<file path="src/rtl/uphr_regs.svh">
// Register offsets, field positions, reset values and codes of the pipe responder
// How it works
// - A bulk or interrupt pipe whose response select is NAK answers every token with NAK, unless auto response mode is set.
// - A disabled pipe, and an isochronous pipe whose response select is NAK or STALL, never answers a token.
// - A bulk receive pipe in buffer mode answers PING with ACK when its buffer can receive, else NAK.
// - An interrupt receive pipe in buffer mode takes OUT data and answers ACK when it can receive, else NAK, never NYET.
// - A bulk or interrupt transmit pipe in buffer mode sends data when its buffer holds some, else NAK.
// - An isochronous receive pipe in buffer mode stores OUT data when it can receive, else drops it, with no handshake.
// - An isochronous transmit pipe in buffer mode sends data when it holds some, else a zero-length packet.
// - A bulk or interrupt pipe whose response select is either STALL code answers every token with STALL.
// - An OUT payload above the pipe's maximum packet size forces its response select to STALL code 11.
// - A USB bus reset returns the response select of every pipe to NAK.
// - The busy flag of a pipe rises when a transaction on it begins and falls when it completes.
`ifndef UPHR_REGS_SVH
`define UPHR_REGS_SVH

`define UPHR_AW          12
`define UPHR_NPIPE       4
`define UPHR_FIRST_PIPE  4'h6
`define UPHR_LAST_PIPE   4'h9

`define UPHR_CTRL6_IDX   10'h07a
`define UPHR_CTRL7_IDX   10'h07c
`define UPHR_CTRL8_IDX   10'h07e
`define UPHR_CTRL9_IDX   10'h080
`define UPHR_CFG_BASE    12'h300
`define UPHR_CFG_STEP    12'h004

`define UPHR_SEL_LSB     0
`define UPHR_BUSY_BIT    5
`define UPHR_TOG_BIT     6
`define UPHR_TSET_BIT    7
`define UPHR_TCLR_BIT    8
`define UPHR_FLUSH_BIT   9
`define UPHR_BUF_BIT     15
`define UPHR_KIND_LSB    0
`define UPHR_DIR_BIT     4
`define UPHR_ARM_BIT     7
`define UPHR_MPS_LSB     16

`define UPHR_SEL_RST     2'h0
`define UPHR_MPS_RST     11'h200

`define UPHR_SEL_NAK     2'h0
`define UPHR_SEL_BUF     2'h1
`define UPHR_SEL_STALL10 2'h2
`define UPHR_SEL_STALL11 2'h3

`define UPHR_KIND_DIS    2'h0
`define UPHR_KIND_BULK   2'h1
`define UPHR_KIND_INTR   2'h2
`define UPHR_KIND_ISO    2'h3

`define UPHR_RESP_OKAY   2'h0
`define UPHR_RESP_SLVERR 2'h2

`endif

</file>
<file path="src/rtl/uphr_pkg.sv">
// Types shared by the pipe responder modules
package uphr_pkg;
  typedef enum logic [1:0] {UPHR_TOK_OUT, UPHR_TOK_IN, UPHR_TOK_PING} uphr_tok_t;
  typedef enum logic [2:0] {
    UPHR_RSP_NONE, UPHR_RSP_ACK, UPHR_RSP_NYET, UPHR_RSP_NAK,
    UPHR_RSP_STALL, UPHR_RSP_DATA, UPHR_RSP_ZLP
  } uphr_rsp_t;

  typedef struct packed {
    logic        awdone;
    logic        bvalid;
    logic [1:0]  bresp;
    logic        rvalid;
    logic [31:0] rdata;
    logic [1:0]  rresp;
  } uphr_axil_st_t;

  typedef struct packed {
    logic [3:0][1:0]  sel;
    logic [3:0]       flush;
    logic [3:0]       tog;
    logic [3:0]       busy;
    logic [3:0][1:0]  kind;
    logic [3:0]       dir;
    logic [3:0]       arm;
    logic [3:0][10:0] mps;
    logic [1:0]       cur;
    logic             rsp_vld;
    uphr_rsp_t        rsp;
    logic             store;
    logic [1:0]       rsp_pipe;
  } uphr_st_t;
endpackage

</file>
<file path="src/rtl/uphr_axil.sv">
// AXI4-Lite slave front end of the pipe responder
`timescale 1ns/1ps
module uphr_axil
  import uphr_pkg::*;
(
  input  wire logic        aclk,
  input  wire logic        aresetn,
  input  wire logic [11:0] s_axi_awaddr,
  input  wire logic        s_axi_awvalid,
  output logic             s_axi_awready,
  input  wire logic [31:0] s_axi_wdata,
  input  wire logic [3:0]  s_axi_wstrb,
  input  wire logic        s_axi_wvalid,
  output logic             s_axi_wready,
  output logic [1:0]       s_axi_bresp,
  output logic             s_axi_bvalid,
  input  wire logic        s_axi_bready,
  input  wire logic [11:0] s_axi_araddr,
  input  wire logic        s_axi_arvalid,
  output logic             s_axi_arready,
  output logic [31:0]      s_axi_rdata,
  output logic [1:0]       s_axi_rresp,
  output logic             s_axi_rvalid,
  input  wire logic        s_axi_rready,
  output logic             wr_en,
  input  wire logic        wr_ok,
  output logic             rd_en,
  input  wire logic [31:0] rd_data,
  input  wire logic        rd_ok
);
  `include "uphr_regs.svh"

  uphr_axil_st_t s_q;
  uphr_axil_st_t s_d;

  // Address and data are taken together, so no half-written word is ever held
  assign s_axi_awready = s_axi_awvalid && s_axi_wvalid && !s_q.bvalid;
  assign s_axi_wready  = s_axi_awready;
  assign s_axi_arready = !s_q.rvalid;
  assign wr_en         = s_axi_awready;
  assign rd_en         = s_axi_arvalid && !s_q.rvalid;
  assign s_axi_bvalid  = s_q.bvalid;
  assign s_axi_bresp   = s_q.bresp;
  assign s_axi_rvalid  = s_q.rvalid;
  assign s_axi_rdata   = s_q.rdata;
  assign s_axi_rresp   = s_q.rresp;

  always_comb
  begin
    s_d = s_q;
    s_d.awdone = wr_en;
    if (s_q.bvalid && s_axi_bready)
      s_d.bvalid = 1'b0;
    if (wr_en)
    begin
      s_d.bvalid = 1'b1;
      s_d.bresp  = wr_ok ? `UPHR_RESP_OKAY : `UPHR_RESP_SLVERR;
    end
    if (s_q.rvalid && s_axi_rready)
      s_d.rvalid = 1'b0;
    if (rd_en)
    begin
      s_d.rvalid = 1'b1;
      s_d.rdata  = rd_ok ? rd_data : 32'h0000_0000;
      s_d.rresp  = rd_ok ? `UPHR_RESP_OKAY : `UPHR_RESP_SLVERR;
    end
  end

  always_ff @(posedge aclk)
  begin
    if (!aresetn)
      s_q <= '0;
    else
      s_q <= s_d;
  end
endmodule

</file>
<file path="src/rtl/uphr_decide.sv">
// Answer chosen for one token from the pipe's settings and buffer state
`timescale 1ns/1ps
module uphr_decide
  import uphr_pkg::*;
(
  input  wire logic [1:0] sel,
  input  wire logic [1:0] kind,
  input  wire logic       dir,
  input  wire logic       arm,
  input  wire uphr_tok_t  tok,
  input  wire logic       oversz,
  input  wire logic       rx_ok,
  input  wire logic       rx_last,
  input  wire logic       tx_ok,
  output uphr_rsp_t       rsp,
  output logic            store,
  output logic            over
);
  `include "uphr_regs.svh"

  always_comb
  begin
    rsp   = UPHR_RSP_NONE;
    store = 1'b0;
    over  = oversz;
    case (kind)
      `UPHR_KIND_BULK, `UPHR_KIND_INTR:
      begin
        if (sel[1])
          rsp = UPHR_RSP_STALL;
        else if (sel == `UPHR_SEL_NAK)
        begin
          // Auto mode: zero-length packet on transmit, ACK on receive instead of NAK, received data is dropped
          if (!arm)
            rsp = UPHR_RSP_NAK;
          else
            rsp = dir ? UPHR_RSP_ZLP : UPHR_RSP_ACK;
        end
        else if (dir)
          rsp = tx_ok ? UPHR_RSP_DATA : UPHR_RSP_NAK;
        else if (tok == UPHR_TOK_PING)
          rsp = (kind == `UPHR_KIND_BULK && rx_ok) ? UPHR_RSP_ACK : UPHR_RSP_NAK;
        else if (tok == UPHR_TOK_OUT)
        begin
          if (oversz)
            rsp = UPHR_RSP_STALL;
          else if (rx_ok)
          begin
            store = 1'b1;
            // NYET only for bulk, interrupt always ACKs
            rsp = (kind == `UPHR_KIND_BULK && rx_last) ? UPHR_RSP_NYET : UPHR_RSP_ACK;
          end
          else
            rsp = UPHR_RSP_NAK;
        end
      end
      `UPHR_KIND_ISO:
      begin
        if (sel == `UPHR_SEL_BUF)
        begin
          if (dir)
            rsp = tx_ok ? UPHR_RSP_DATA : UPHR_RSP_ZLP;
          else if (tok == UPHR_TOK_OUT)
            store = rx_ok && !oversz;
        end
      end
      default:
        rsp = UPHR_RSP_NONE;
    endcase
  end
endmodule

</file>
<file path="src/rtl/uphr_responder.sv">
// Handshake responder and control registers for pipes 6 to 9
`timescale 1ns/1ps
module uphr_responder
  import uphr_pkg::*;
(
  input  wire logic        aclk,
  input  wire logic        aresetn,
  input  wire logic [11:0] s_axi_awaddr,
  input  wire logic        s_axi_awvalid,
  output logic             s_axi_awready,
  input  wire logic [31:0] s_axi_wdata,
  input  wire logic [3:0]  s_axi_wstrb,
  input  wire logic        s_axi_wvalid,
  output logic             s_axi_wready,
  output logic [1:0]       s_axi_bresp,
  output logic             s_axi_bvalid,
  input  wire logic        s_axi_bready,
  input  wire logic [11:0] s_axi_araddr,
  input  wire logic        s_axi_arvalid,
  output logic             s_axi_arready,
  output logic [31:0]      s_axi_rdata,
  output logic [1:0]       s_axi_rresp,
  output logic             s_axi_rvalid,
  input  wire logic        s_axi_rready,
  input  wire logic        tok_valid,
  input  wire uphr_tok_t   tok_pid,
  input  wire logic [3:0]  tok_pipe,
  input  wire logic [10:0] tok_bytes,
  input  wire logic        txn_done,
  input  wire logic        bus_reset,
  input  wire logic [3:0]  buf_rx_ok,
  input  wire logic [3:0]  buf_rx_last,
  input  wire logic [3:0]  buf_tx_ok,
  output logic             rsp_valid,
  output uphr_rsp_t        rsp_code,
  output logic             rsp_store,
  output logic [3:0]       rsp_pipe,
  output logic [3:0]       pipe_busy,
  output logic [3:0]       auto_buffer_flush,
  output logic [3:0]       toggle_monitor
);
  `include "uphr_regs.svh"

  localparam logic [3:0][9:0] CTRL_IDX = {`UPHR_CTRL9_IDX, `UPHR_CTRL8_IDX,
                                          `UPHR_CTRL7_IDX, `UPHR_CTRL6_IDX};

  uphr_st_t   s_q;
  uphr_st_t   s_d;
  logic       wr_en;
  logic       rd_en;
  logic [3:0] wslot;
  logic [3:0] rslot;
  logic [31:0] rd_word;
  logic       tok_hit;
  logic [1:0] tidx;
  logic       oversz;
  uphr_rsp_t  dec_rsp;
  logic       dec_store;
  logic       dec_over;

  // Slot code: hit, config flag, pipe index; control words sit at four times the index
  function automatic logic [3:0] slot(input logic [11:0] a);
    logic [3:0] r;
    r = 4'h0;
    for (int i = 0; i < `UPHR_NPIPE; i++)
    begin
      if (a == {CTRL_IDX[i], 2'b00})
        r = {2'b10, 2'(i)};
      if (a == `UPHR_CFG_BASE + 12'(i) * `UPHR_CFG_STEP)
        r = {2'b11, 2'(i)};
    end
    return r;
  endfunction

  assign wslot = slot(s_axi_awaddr);
  assign rslot = slot(s_axi_araddr);

  uphr_axil u_axil (
    .aclk          (aclk),
    .aresetn       (aresetn),
    .s_axi_awaddr  (s_axi_awaddr),
    .s_axi_awvalid (s_axi_awvalid),
    .s_axi_awready (s_axi_awready),
    .s_axi_wdata   (s_axi_wdata),
    .s_axi_wstrb   (s_axi_wstrb),
    .s_axi_wvalid  (s_axi_wvalid),
    .s_axi_wready  (s_axi_wready),
    .s_axi_bresp   (s_axi_bresp),
    .s_axi_bvalid  (s_axi_bvalid),
    .s_axi_bready  (s_axi_bready),
    .s_axi_araddr  (s_axi_araddr),
    .s_axi_arvalid (s_axi_arvalid),
    .s_axi_arready (s_axi_arready),
    .s_axi_rdata   (s_axi_rdata),
    .s_axi_rresp   (s_axi_rresp),
    .s_axi_rvalid  (s_axi_rvalid),
    .s_axi_rready  (s_axi_rready),
    .wr_en         (wr_en),
    .wr_ok         (wslot[3]),
    .rd_en         (rd_en),
    .rd_data       (rd_word),
    .rd_ok         (rslot[3])
  );

  // Buffer flag follows the direction: receive space or sendable data
  always_comb
  begin
    rd_word = 32'h0000_0000;
    if (rslot[2])
    begin
      rd_word[`UPHR_KIND_LSB +: 2]  = s_q.kind[rslot[1:0]];
      rd_word[`UPHR_DIR_BIT]        = s_q.dir[rslot[1:0]];
      rd_word[`UPHR_ARM_BIT]        = s_q.arm[rslot[1:0]];
      rd_word[`UPHR_MPS_LSB +: 11]  = s_q.mps[rslot[1:0]];
    end
    else
    begin
      rd_word[`UPHR_SEL_LSB +: 2]   = s_q.sel[rslot[1:0]];
      rd_word[`UPHR_BUSY_BIT]       = s_q.busy[rslot[1:0]];
      rd_word[`UPHR_TOG_BIT]        = s_q.tog[rslot[1:0]];
      rd_word[`UPHR_FLUSH_BIT]      = s_q.flush[rslot[1:0]];
      rd_word[`UPHR_BUF_BIT]        = s_q.dir[rslot[1:0]] ? buf_tx_ok[rslot[1:0]]
                                                          : buf_rx_ok[rslot[1:0]];
    end
  end

  assign tok_hit = tok_valid && tok_pipe >= `UPHR_FIRST_PIPE && tok_pipe <= `UPHR_LAST_PIPE;
  assign tidx    = 2'(tok_pipe - `UPHR_FIRST_PIPE);
  assign oversz  = tok_pid == UPHR_TOK_OUT && tok_bytes > s_q.mps[tidx];

  // Decision reads the stored select at token time, so a later write waits for the next token
  uphr_decide u_decide (
    .sel     (s_q.sel[tidx]),
    .kind    (s_q.kind[tidx]),
    .dir     (s_q.dir[tidx]),
    .arm     (s_q.arm[tidx]),
    .tok     (tok_pid),
    .oversz  (oversz),
    .rx_ok   (buf_rx_ok[tidx]),
    .rx_last (buf_rx_last[tidx]),
    .tx_ok   (buf_tx_ok[tidx]),
    .rsp     (dec_rsp),
    .store   (dec_store),
    .over    (dec_over)
  );

  always_comb
  begin
    s_d = s_q;
    s_d.rsp_vld = 1'b0;
    if (txn_done)
    begin
      s_d.busy[s_q.cur] = 1'b0;
      if (s_q.kind[s_q.cur] != `UPHR_KIND_ISO)
        s_d.tog[s_q.cur] = ~s_q.tog[s_q.cur];
    end
    // Software can write any select code; the legal STALL paths are its duty
    if (wr_en && wslot[3] && !wslot[2])
    begin
      if (s_axi_wstrb[0])
      begin
        s_d.sel[wslot[1:0]] = s_axi_wdata[`UPHR_SEL_LSB +: 2];
        if (s_axi_wdata[`UPHR_TSET_BIT])
          s_d.tog[wslot[1:0]] = 1'b1;
      end
      if (s_axi_wstrb[1])
      begin
        s_d.flush[wslot[1:0]] = s_axi_wdata[`UPHR_FLUSH_BIT];
        if (s_axi_wdata[`UPHR_TCLR_BIT])
          s_d.tog[wslot[1:0]] = 1'b0;
      end
    end
    if (wr_en && wslot[3] && wslot[2])
    begin
      if (s_axi_wstrb[0])
      begin
        s_d.kind[wslot[1:0]] = s_axi_wdata[`UPHR_KIND_LSB +: 2];
        s_d.dir[wslot[1:0]]  = s_axi_wdata[`UPHR_DIR_BIT];
        s_d.arm[wslot[1:0]]  = s_axi_wdata[`UPHR_ARM_BIT];
      end
      if (s_axi_wstrb[2])
        s_d.mps[wslot[1:0]][7:0] = s_axi_wdata[`UPHR_MPS_LSB +: 8];
      if (s_axi_wstrb[3])
        s_d.mps[wslot[1:0]][10:8] = s_axi_wdata[`UPHR_MPS_LSB + 8 +: 3];
    end
    if (tok_hit)
    begin
      s_d.cur      = tidx;
      s_d.rsp_vld  = 1'b1;
      s_d.rsp      = dec_rsp;
      s_d.store    = dec_store;
      s_d.rsp_pipe = tidx;
      // Busy set after the clear, so a new token in the done cycle is not lost
      if (dec_rsp != UPHR_RSP_NONE || dec_store)
        s_d.busy[tidx] = 1'b1;
      if (dec_over)
        s_d.sel[tidx] = `UPHR_SEL_STALL11;
    end
    // Hardware forcing comes last and wins over a software write in the same cycle
    if (bus_reset)
    begin
      for (int i = 0; i < `UPHR_NPIPE; i++)
        s_d.sel[i] = `UPHR_SEL_NAK;
    end
  end

  always_ff @(posedge aclk)
  begin
    if (!aresetn)
    begin
      s_q <= '0;
      for (int i = 0; i < `UPHR_NPIPE; i++)
      begin
        s_q.sel[i] <= `UPHR_SEL_RST;
        s_q.mps[i] <= `UPHR_MPS_RST;
      end
    end
    else
      s_q <= s_d;
  end

  assign rsp_valid         = s_q.rsp_vld;
  assign rsp_code          = s_q.rsp;
  assign rsp_store         = s_q.store;
  assign rsp_pipe          = {2'b01, s_q.rsp_pipe} + 4'h2;
  assign pipe_busy         = s_q.busy;
  assign auto_buffer_flush = s_q.flush;
  assign toggle_monitor    = s_q.tog;

  logic       bi;
  logic [1:0] tk;
  logic [1:0] ts;
  assign tk = s_q.kind[tidx];
  assign ts = s_q.sel[tidx];
  assign bi = tk == `UPHR_KIND_BULK || tk == `UPHR_KIND_INTR;
endmodule

</file>
<file path="config.mk">
export PLATFORM = sky130hd
export DESIGN_NAME = uphr_responder
export DESIGN_NICKNAME = d
export VERILOG_FILES = /design/src/rtl/uphr_pkg.sv /design/src/rtl/uphr_axil.sv /design/src/rtl/uphr_decide.sv /design/src/rtl/uphr_responder.sv
export VERILOG_INCLUDE_DIRS = /design/src /design/src/rtl
export SDC_FILE = /design/constraint.sdc
export NUM_CORES = 1
export LEC_CHECK = 0
export BUFFER_PORTS_ARGS = -buffer_cell sky130_fd_sc_hd__buf_2
export CORE_ASPECT_RATIO = 0.8
export CORE_UTILIZATION = 50
export DETAILED_ROUTE_END_ITERATION = 6
export PLACE_DENSITY = 0.76
export SYNTH_ARGS = -nofsm -noshare
export SYNTH_HDL_FRONTEND = slang
export SYNTH_SLANG_ARGS = --single-unit
export TNS_END_PERCENT = 30
</file>
<file path="constraint.sdc">
create_clock -name aclk -period 5.1 [get_ports aclk]
set_input_delay 0.255 -clock aclk [delete_from_list [all_inputs] [get_ports aclk]]
set_output_delay 0.255 -clock aclk [all_outputs]
set_load 0.005 [all_outputs]
</file>
==> impl_results.md <==
* Status: finished, final reports clean
* Clk network pwr share at 42.4%
* Pint at 0.00136 W
* Buf/Inv on CP at 3
* Fin. max-slew vios at 0
* Starting Density at 51.6%
* Synthesis Warnings at 0
* Post-synth EDFFs at 0
* CTS Root Cell: clkbuf_16
* Setup violations, final at 0
* Leak Pwr at 3.13 nW
* Switching Share at 23.3%
* Cell count after synthesis at 728
* Combinational power share at 8.7%
* I/O pin count at 161
* Crit path max-delay family: simple AND/OR/NAND/NOR gates
* Routed wire per std cell at 17.3 um
* Fin util at 58.8%
* DRC violations left at 0
* H-tree levels at 3
* Net Sw Power at 0.000413 W
* Vias in the first global route at 5229
* Post-synthesis cell area at 6330 um^2
* Final nets at 931
* Fin Setup TNS at 0 ps
* Largest net degree at the start of global routing at 73
* Worst skew pair latency at 350 ps
* Cts hold-fix bufs at 0
* Register area share after synthesis at 34.8%
* Final Hold Slack at 83.7 ps
* Worst clock skew at 5.87 ps
* Max-cap violation count at 0
* Ys async rst share at 0%
* Fill count at 1143
* Die width at 128 um
* Max Buffers Root-to-Sink at 2
* Distinct cells, synth at 59
* Die height at 103 um
* Row Count at 36
* Most frequent cells in the layout: buf_2, dfxtp_1, nor2_1
* RD Place Congestion at 0.921
* Seq pwr share at 48.9%
* Worst path arrival time at 3960 ps
* VDD IR max at 0.203 mV
* Synth Area per Inst at 8.69 um^2
* Clk pin slew, worst setup/hold paths at 70 ps
* CTS Buf Count at 9
* Slew HR at 16.1%
* CTS resizes at 0
* Vias per inst at 5.84
* Clock sink total at 110
* CTS tree: yes
* Slowest CP cell: nor4b_1
* Routed wire length at 17.2 mm
* Initial antenna violation count at 0
* First-pass GRT wire length at 27.3 mm
* Pwr/cell area at 246 nW/um^2
* Antenna Nets Post-Route at 0
* Setup CP Type: in2reg
* Synthesized flop and latch total at 110
* Crit path required time at 5380 ps
* Final hold vios at 0
* Fin worst setup slack at 1420 ps
* Detailed Route Iter0 Violations at 499
* Core ar. at 12300 um^2
* Fmax at 0.272 GHz
* Worst min-delay path category: in2reg
* Overall Power at 0.00177 W
* RSZ-0062 raised after global routing: no
* Die footprint at 13100 um^2
* Worst-Margin Slew at 1250 ps
* Tcrit/Tclk final at 72.2%
* Clock period minus worst slack at 3680 ps
* Area Overhead vs Synth at 13.8%
* GRT overflow at 0
* Worst path cell trace: buf_2 > mux4_2 > inv_1 > ha_1 > nand4_1 > a211oi_1 > a2111oi_0 > buf_4 > nor2_1 > nor4b_1 > nand3_1 > a21oi_1
* # Post-CTS Setup Buffers at 0
* Antenna diodes at 0
* Via count at 5803
* Critical path endpoint category: register
* Worst slack, placed at 1010 ps
* Max FO, Critical Path at 30
* Total track usage at 27.0%
* Max incr delay on CP at 950 ps
* Synth Flop Type: dfxtp_1
* Share of cells above drive strength 1 at 21.9%
* Drt pass-1 iters at 5
* Most common cell after layout, fill and taps aside: buf_2
* DP Wirelength at 12.1 mm
* Port Buffers at 130
* Crit start category: input pin
## flip-flops by register name, summed over array words and instances, names as in the netlist, 3 cells and up
| signal | flops |
|---|---|
| rsp_code | 3 |
| toggle_monitor | 4 |
| s_q | 70 |
| u_axil.s_axi_rdata | 19 |
| pipe_busy | 4 |
| auto_buffer_flush | 4 |
## power groups by stage
| stage | registers (W) | clock network (W) | logic [W] |
|---|---|---|---|
| floorplan | 0.000887 | 0 | 0.0000902 |
| global placement | 0.000888 | 0 | 0.000150 |
| detailed placement | 0.000888 | 0 | 0.000151 |
| CTS | 0.000868 | 0.000756 | 0.000152 |
| global route | 0.000868 | 0.000794 | 0.000168 |
| finish | 0.000868 | 0.000751 | 0.000154 |
## final timing paths
kind                            slack (ps)                   from  cells after the start               endpoint
worst min-delay path                    80           s_axi_rready                      2    u_axil.s_axi_rvalid
worst min register to register         460  u_axil.s_axi_rdata[6]                      2  u_axil.s_axi_rdata[6]
worst max register to register        1750                s_q[52]                     11                s_q[82]
worst max-delay path                  1420            tok_pipe[1]                     12                s_q[82]
## cells by family after synthesis
kind of cell / Yosys count / share of synthesized area [%]
and+or+nand+nor: 255 / 19.2
AOI/OAI and AO/OA: 151 / 15.2
DFF: 110 / 34.8
muxes: 97 / 19.3
buffers and inverters: 96 / 8.03
adders and majority gates: 14 / 2.77
xor gates and xnor gates: 4 / 0.554
other: 1 / 0.0593
## synthesized netlist by cell type, types with 2 or more instances
cell	n	area share, %
a211oi_1	26	3.1
nor3_1	8	0.63
nor4_1	4	0.40
mux2i_1	76	12
dfxtp_1	110	35
o41ai_1	6	0.83
o31ai_1	2	0.24
mux4_2	20	7.1
and3_1	3	0.30
a31oi_1	4	0.40
a21oi_1	53	4.2
ha_1	14	2.8
a311oi_1	2	0.28
buf_1	3	0.18
nand3_1	27	2.1
nor2_1	94	5.6
buf_2	7	0.55
o21ai_0	34	2.7
or4_1	3	0.36
clkbuf_1	25	1.5
and4b_1	3	0.47
buf_4	35	4.2
and2_1	2	0.20
nand3b_1	6	0.71
inv_1	24	1.4
xor2_1	3	0.42
nor4b_1	3	0.42
nand4_1	4	0.40
or3_1	4	0.40
nand2b_1	10	0.99
nand2_1	66	3.9
a211o_1	2	0.28
nor2b_1	5	0.49
a221o_1	12	1.9
nor3b_1	4	0.47
## metrics by stage
stage	cells	instance area, um^2
6_report	994	7200
5_1_grt	994	7200
4_1_cts	994	7200
3_5_place_dp	978	6880
3_3_place_gp	978	6880
2_1_floorplan	742	6380
## worst register-to-register path, cell delays in order, from the launching register on
cell       delay, ps
dfxtp_1          350
mux4_2           460
inv_1             80
ha_1             130
nand4_1          170
a211oi_1         240
a2111oi_0        120
buf_4            170
nor2_1           160
nor4b_1          950
nand3_1          250
a21oi_1          190
## routing by layer
layer	part of all wire, %	wire, um	GRT usage, %	vias up
met4	0.92	157	6.15	0
met1	48	8150	39.0	2744
met3	9.1	1550	7.37	14
li1	-	-	-	2771
met2	43	7290	39.9	274
met5	0	0	0	-
## final cells by class
cell class	count	area [um^2]	area share [%]
Sequential cell	110	2200	30.6
Multi-Input combinational cell	536	3670	51.0
Clock inverter	2	37.5	0.521
Tap cell	171	214	2.97
Clock buffer	14	284	3.94
Inverter	25	93.8	1.30
Timing Repair Buffer	136	696	9.66
No activity file was read; power rests on OpenSTA's default activity.
